==> src/hw/ebi_pkg.sv <==
// What this block does
// - Space 3 bus width follows the width pin: low gives 16 bits, high gives 8.
// - While the reset input is low the block stays in its reset state.
// - Separate bus drives A0..A22 true, A23 inverted; high data lane only for 16 bits.
// - Multiplexed bus puts low (and middle) address byte on data lines, then data.
// - Address latch strobe marks when the shared lines carry the address.
// - Four active-low space selects, one per external space, asserted on access.
// - Two write strobe styles, split byte strobes or single strobe with byte enable.
// - Split style on 16 bits: low strobe writes even, high strobe writes odd.
// - Split style odd-address write on 16 bits drives the high-byte strobe low.
// - Both styles read external data while the read strobe is low.
// - Single style writes with strobe low; upper-byte enable low on odd or word access on 16 bits.
// - While hold request is low the block enters and stays in hold.
// - Hold acknowledge is low exactly while in hold.
// - Ready low stretches the access with wait states for as long as it stays low.
// - Clock pin carries bus clock, or fC, f8 or f32 as selected.
//
// Purpose: Shared constants for the external bus interface.
// Assumes: Bus clock is the system clock divided by two.
// Notes: None.
package ebi_pkg;
    localparam int ADDR_W = 24;
    localparam int DATA_W = 16;
    localparam int DIV_W = 5;
    localparam int DIV_BCLK_BIT = 0;
    localparam int DIV_F8_BIT = 2;
    localparam int DIV_F32_BIT = 4;
    localparam logic [1:0] CLKSEL_BCLK = 2'h0;
    localparam logic [1:0] CLKSEL_FC = 2'h1;
    localparam logic [1:0] CLKSEL_F8 = 2'h2;
    localparam logic [1:0] CLKSEL_F32 = 2'h3;
    localparam logic [1:0] SPACE_BYTE_PIN = 2'h3;
    typedef enum logic [2:0] {S_IDLE, S_ADDR, S_STROBE, S_END, S_HOLD} ebi_state_t;
endpackage : ebi_pkg

==> src/hw/ebi_top.sv <==
// Purpose: External memory bus interface, address/data/strobe/select pin logic.
// Assumes: Pin inputs are asynchronous; request port is on I_CLK.
// Notes: Hold is only granted between accesses.
`timescale 1ns/1ns
module ebi_top
    import ebi_pkg::*;
(
    input wire logic I_CLK,
    input wire logic I_RESETN,
    input wire logic I_REQ_VALID,
    input wire logic I_REQ_WRITE,
    input wire logic I_REQ_WORD,
    input wire logic [1:0] I_REQ_SPACE,
    input wire logic [ADDR_W-1:0] I_REQ_ADDR,
    input wire logic [DATA_W-1:0] I_REQ_WDATA,
    output logic O_REQ_READY,
    output logic [DATA_W-1:0] O_RDATA,
    output logic O_RDATA_VALID,
    input wire logic I_MUX_BUS,
    input wire logic I_SINGLE_STROBE,
    input wire logic [1:0] I_CLK_OUT_SEL,
    input wire logic I_WIDTH_SEL,
    input wire logic I_BOOT_MODE_STRAP,
    output logic O_MICROPROC_MODE,
    input wire logic I_FC_CLK,
    input wire logic I_HOLD_N,
    input wire logic I_READY_N,
    input wire logic [DATA_W-1:0] I_DATA,
    output logic [DATA_W-1:0] O_DATA,
    output logic O_DATA_LO_OE,
    output logic O_DATA_HI_OE,
    output logic [ADDR_W-1:0] O_ADDR,
    output logic O_ADDR_OE,
    output logic [3:0] O_SPACE_SELECT_N,
    output logic O_ALE,
    output logic O_RD_N,
    output logic O_LOW_BYTE_WRITE_N,
    output logic O_HIGH_BYTE_WRITE_N,
    output logic O_CTRL_OE,
    output logic O_BUS_GRANT_ACK_N,
    output logic O_DIVIDED_CLOCK_OUT
);

////////////////////////////////////////////////////////////////////////////////
    typedef struct packed {
        ebi_state_t st;
        logic [1:0] hold_sy;
        logic [1:0] rdy_sy;
        logic [1:0] width_sy;
        logic [1:0] strap_sy;
        logic [1:0] fc_sy;
        logic [DATA_W-1:0] din_m;
        logic [DATA_W-1:0] din;
        logic [DIV_W-1:0] div;
        logic strap_done;
        logic mode;
        logic write;
        logic wide;
        logic bus16;
        logic [1:0] space;
        logic [ADDR_W-1:0] addr;
        logic [DATA_W-1:0] wdata;
        logic [DATA_W-1:0] rdata;
        logic rvalid;
        logic clk_out;
    } ebi_regs_t;

    ebi_regs_t r;
    ebi_regs_t next_r;
    logic tick;
    logic accept;
    logic odd;
    logic hold_req;
    logic rdy_low;

    assign tick = r.div[DIV_BCLK_BIT];
    assign hold_req = !r.hold_sy[1];
    assign rdy_low = !r.rdy_sy[1];
    assign odd = r.addr[0];
    // Hold pending blocks new accesses so the bus can be surrendered
    // Take only on a bus tick, so every access shows a full address latch pulse
    assign O_REQ_READY = (r.st == S_IDLE) && !hold_req && r.strap_done && tick;
    assign accept = I_REQ_VALID && O_REQ_READY;

////////////////////////////////////////////////////////////////////////////////
    always_comb begin
        next_r = r;
        next_r.hold_sy = {r.hold_sy[0], I_HOLD_N};
        next_r.rdy_sy = {r.rdy_sy[0], I_READY_N};
        next_r.width_sy = {r.width_sy[0], I_WIDTH_SEL};
        next_r.strap_sy = {r.strap_sy[0], I_BOOT_MODE_STRAP};
        next_r.fc_sy = {r.fc_sy[0], I_FC_CLK};
        next_r.din_m = I_DATA;
        next_r.din = r.din_m;
        next_r.div = r.div + 5'h01;
        next_r.rvalid = 1'b0;
        // Strap caught once, after the synchroniser has filled
        if (!r.strap_done && r.div[1]) begin
            next_r.strap_done = 1'b1;
            next_r.mode = r.strap_sy[1];
        end
        case (I_CLK_OUT_SEL)
            CLKSEL_BCLK: next_r.clk_out = r.div[DIV_BCLK_BIT];
            CLKSEL_FC: next_r.clk_out = r.fc_sy[1];
            CLKSEL_F8: next_r.clk_out = r.div[DIV_F8_BIT];
            CLKSEL_F32: next_r.clk_out = r.div[DIV_F32_BIT];
            default: next_r.clk_out = 1'b0;
        endcase
        case (r.st)
            S_IDLE: begin
                if (hold_req) begin
                    next_r.st = S_HOLD;
                end else if (accept) begin
                    next_r.st = S_ADDR;
                    next_r.write = I_REQ_WRITE;
                    next_r.space = I_REQ_SPACE;
                    next_r.addr = I_REQ_ADDR;
                    next_r.wdata = I_REQ_WDATA;
                    // Only space 3 follows the width pin; others run 16 bits
                    next_r.bus16 = (I_REQ_SPACE != SPACE_BYTE_PIN) || !r.width_sy[1];
                    next_r.wide = I_REQ_WORD && !I_REQ_ADDR[0] &&
                                  ((I_REQ_SPACE != SPACE_BYTE_PIN) || !r.width_sy[1]);
                end
            end
            S_ADDR: begin
                if (tick) begin
                    next_r.st = S_STROBE;
                end
            end
            S_STROBE: begin
                // One ready sample per bus clock, low adds one clock
                if (tick && !rdy_low) begin
                    next_r.st = S_END;
                end
            end
            S_END: begin
                // Data taken a clock late: the pin synchroniser lags the strobe by two edges
                if (!tick && !r.write) begin
                    next_r.rvalid = 1'b1;
                    if (r.bus16 && odd && !r.wide) begin
                        next_r.rdata = {8'h00, r.din[15:8]};
                    end else if (r.wide) begin
                        next_r.rdata = r.din;
                    end else begin
                        next_r.rdata = {8'h00, r.din[7:0]};
                    end
                end
                if (tick) begin
                    next_r.st = S_IDLE;
                end
            end
            S_HOLD: begin
                if (!hold_req) begin
                    next_r.st = S_IDLE;
                end
            end
            default: next_r.st = S_IDLE;
        endcase
    end

    always_ff @(posedge I_CLK) begin
        if (!I_RESETN) begin
            r <= '0;
            r.st <= S_IDLE;
            r.hold_sy <= 2'h3;
            r.rdy_sy <= 2'h3;
        end else begin
            r <= next_r;
        end
    end

////////////////////////////////////////////////////////////////////////////////
    logic busy;
    logic strobe;
    logic lo_lane;
    logic hi_lane;
    assign busy = (r.st == S_ADDR) || (r.st == S_STROBE) || (r.st == S_END);
    assign strobe = (r.st == S_STROBE);
    assign lo_lane = !r.bus16 || r.wide || !odd;
    assign hi_lane = r.bus16 && (r.wide || odd);

    always_comb begin
        O_ADDR = {~r.addr[23], r.addr[22:0]};
        O_ADDR_OE = (r.st != S_HOLD);
        O_CTRL_OE = (r.st != S_HOLD);
        O_BUS_GRANT_ACK_N = (r.st != S_HOLD);
        O_ALE = (r.st == S_ADDR) && !tick;
        O_SPACE_SELECT_N = 4'hF;
        if (busy) begin
            O_SPACE_SELECT_N[r.space] = 1'b0;
        end
        O_RD_N = !(strobe && !r.write);
        if (I_SINGLE_STROBE) begin
            O_LOW_BYTE_WRITE_N = !(strobe && r.write);
            O_HIGH_BYTE_WRITE_N = !(busy && hi_lane);
        end else begin
            O_LOW_BYTE_WRITE_N = !(strobe && r.write && lo_lane);
            O_HIGH_BYTE_WRITE_N = !(strobe && r.write && hi_lane);
        end
        O_DATA = (r.bus16 && odd && !r.wide) ? {r.wdata[7:0], 8'h00} : r.wdata;
        O_DATA_LO_OE = busy && r.write && lo_lane;
        O_DATA_HI_OE = busy && r.write && hi_lane;
        if (I_MUX_BUS && r.st == S_ADDR) begin
            O_DATA = r.bus16 ? r.addr[15:0] : {8'h00, r.addr[7:0]};
            O_DATA_LO_OE = 1'b1;
            O_DATA_HI_OE = r.bus16;
        end
        O_RDATA = r.rdata;
        O_RDATA_VALID = r.rvalid;
        O_MICROPROC_MODE = r.mode;
        O_DIVIDED_CLOCK_OUT = r.clk_out;
    end
endmodule : ebi_top

==> config.mk <==
export PLATFORM = sky130hd
export DESIGN_NAME = ebi_top
export DESIGN_NICKNAME = d
export VERILOG_FILES = /design/src/hw/ebi_pkg.sv /design/src/hw/ebi_top.sv
export SDC_FILE = /design/constraint.sdc
export NUM_CORES = 1
export LEC_CHECK = 0
export ABC_AREA = 1
export BUFFER_PORTS_ARGS = -buffer_cell sky130_fd_sc_hd__buf_2
export CORE_AREA = 2 2 105 107
export DETAILED_ROUTE_END_ITERATION = 10
export DIE_AREA = 0 0 107 109
export MAX_ROUTING_LAYER = met4
export PLACE_DENSITY_LB_ADDON = 0.2
export SLEW_MARGIN = 40
export SYNTH_ARGS = -nofsm -noshare
export SYNTH_HDL_FRONTEND = slang
export SYNTH_SLANG_ARGS = --single-unit
==> constraint.sdc <==
create_clock -name I_CLK -period 1.7 [get_ports I_CLK]
set_clock_uncertainty 0.2 [all_clocks]
set_input_delay 0.255 -clock I_CLK [delete_from_list [all_inputs] [get_ports I_CLK]]
set_output_delay 0.255 -clock I_CLK [all_outputs]
set_load 0.02 [all_outputs]
==> out/qor.txt <==
Final WL - 21.5 mm
Pwr Total - 8.86 mW
Register bit total from synthesis - 115
Area fraction of the dominant cell type after synthesis - 0.444
RSZ-0062 raised after global routing - true
Initial cell density of the core - 0.489
Residual DRC - 0
Layout overhead on the synthesized area - 65.6%
Syn_nets - 702
Yosys cell types - 36
Pwr Density - 1030 nW/um2
Routed vias/inst - 5.54
LEAKAGE - 3.70 nW
Avg Synthesized Cell Area - 8.24 um2
Endpoints failing hold - 0
Worst-path fanout max - 8
Critical Path RT - 1.24 ns
FP Rows - 38
Post-synth top cells - 142 x nand2_1, 115 x dfxtp_1, 67 x inv_1
Leading area contributor after synthesis - dfxtp_1
Bufs on Longest Clock Path - 2
Prevailing post-synth register cell - dfxtp_1
Failing checks - negative setup slack
Global-route wire length before repair - 23.0 mm
DP Cell Count - 864
Grt total ovfl - 0
Number of synthesized flops with an enable pin - 0
Synth async-reset ratio - 0
Core area - 10600 um2
Yosys warnings - 0
Final instance count without filler cells - 1000
Top-count cell post-synth - nand2_1
DR iter-0 viols - 634
Die Width - 107 um
Num ports - 145
Max VDD drop - 0.686 mV
Initial antenna violation count - 1
CTS Root Cell - clkbuf_8
Synth top area cells - dfxtp_1 44%, nand2_1 10%, buf_4 6.8%
Crit Path Class - reg -> out
Dpl ws - -0.0160 ns
Pre-antenna DRT Iters - 7
Final Worst Setup Slack - -0.692 ns
Antenna Nets Post-Route - 0
Placed Area - 5850 um2
Max-slew headroom - 0.719
Die ar. - 11700 um2
Final Wtd Congestion - 0.871
Worst-Margin Slew - 0.421 ns
Port buffer count - 144
Largest net degree at the start of global routing - 56
Sequential share of the synthesized area - 0.444
Wirelength per Cell - 21.5 um
Post-DP HPWL - 8.58 mm
Worst Path Arrival - 1.94 ns
Tmin final - 2.39 ns
Clk_lat worst skew - 0.51 ns
Outcome - finished, violations left
Mapped cell area - 5180 um2
Number of global-route vias before repair - 4803
Share of cells above drive strength 1 - 0.494
Die Y - 109 um
Total GRT Usage - 0.262
MaxCap Viol Count - 0
Post-layout util - 0.809
Sink Count - 115
Cells after Synth - 629
Startpoint types - flop
Via Count - 5542
Tightest Hold Check Type - in -> reg
Slew Limit Fails - 0
Final instance area - 8580 um2
CP endpoint kind - output port
Num CTS Buffers - 17
Max Freq - 418 MHz
H-tree lvl count - 4
Tcrit/Tclk final - 1.41
NumNets Final - 920
Final setup violation count - 76
Clk slew on worst S/H paths - 0.06 ns
Filler cell count in the final layout - 572
TritonCTS clock tree - built
[area by class of cell]
type                       instances  area (um2)  area share
clock buffer                      20         435      0.0507
tap                              140         175      0.0204
clock inverter                    11         160      0.0187
inverter                          70         270      0.0315
multi-input combinational        367        2770       0.323
sequential                       115        2310       0.269
timing repair buffer             274        2440       0.284
antenna                            1        2.50    0.000292
timing repair inverter             2        12.5     0.00146
[cell usage in the layout, fill, tap and decap left out, drive strengths merged]
| cell type | netlist | layout |
|---|---|---|
| buf | 65 | 197 |
| nand2 | 144 | 144 |
| dfxtp | 115 | 115 |
| nand3 | 76 | 76 |
| dlygate4sd3 | 0 | 69 |
| inv | 68 | 69 |
| a21oi | 60 | 60 |
| o21ai | 32 | 32 |
| nor2 | 30 | 30 |
| clkbuf | 12 | 28 |
| o22ai | 8 | 8 |
| clkinv | 2 | 7 |
| or2 | 4 | 4 |
| bufinv | 0 | 4 |
| nand4 | 4 | 4 |
| clkinvlp | 0 | 3 |
| o211ai | 2 | 2 |
| diode | 0 | 1 |
| o21a | 1 | 1 |
| o31ai | 1 | 1 |
| xor2 | 1 | 1 |
| xnor2 | 1 | 1 |
| a211oi | 1 | 1 |
| nor3 | 1 | 1 |
| ha | 1 | 1 |
[through the flow]
step | setup TNS (ns) | hold slack [ns]
after global placement | -0.00888 | 0.196
after detailed placement | -0.0199 | 0.197
after floorplan | -0.724 | 0.153
after CTS | -15.57 | 0.0754
final | -34.54 | 0.129
after global routing | -37.59 | 0.125
[metal layers]
metal	wire length, um	global-route usage	up-vias	share of wire
li1	-	-	2417	-
met1	7290	0.294	2504	0.34
met3	2230	0.0634	175	0.10
met2	10200	0.450	446	0.47
met5	0	-	-	0
met4	1810	0.107	0	0.084
[power breakdown]
| group | internal [mW] | switching, mW |
|---|---|---|
| combinational | 1.03 | 1.25 |
| sequential | 2.81 | 0.0832 |
| clock | 2.40 | 1.28 |
[worst max-delay path, cell delays in order, from the launching register on]
cell and delay [ns]:
dfxtp_2 0.35, inv_2 0.05, nor2_4 0.12, nand3_4 0.18
clkbuf_16 0.24, o21ai_4 0.26, buf_6 0.21
[final timing paths]
check | depth (start not counted) | endpoint | slack (ns) | from
setup / recovery | 6 | O_DATA[3] | -0.69 | r[112]
hold / removal | 4 | r[25] | 0.13 | I_REQ_VALID
setup reg to reg | 12 | O_ADDR[3] | -0.62 | r[112]
hold reg to reg | 2 | r[81] | 0.21 | next_r[81]
[state kept, by name, summed over array words and instances (netlist names)]
name                 count
O_RDATA_VALID            1
O_ADDR                  23
O_MICROPROC_MODE         1
O_RDATA                 16
O_DIVIDED_CLOCK_OUT      1
r                       52
next_r                  21
[timing repair]
| item | CTS | global route |
|---|---|---|
| hold buffers | 69 | 0 |
| pin swaps | 12 | 20 |
| hold endpoints to repair | 69 | 0 |
| gates resized for setup | 81 | 168 |
| cloned | 6 | 9 |
| setup endpoints to repair | 38 | 89 |
| buffers inserted | 9 | 15 |
[logic make-up (layout without fill, tap and decap cells)]
group           count (synthesis)  in the layout  share of synthesized area
flops                         115            115                      0.444
fa+ha+maj                       1              1                    0.00241
other cells                     0              1                          0
buf+inv                       147            377                      0.162
compound gates                105            105                      0.133
xor+xnor                        2              2                    0.00338
simple gates                  259            259                      0.255
(Power assumes the default switching activity.)
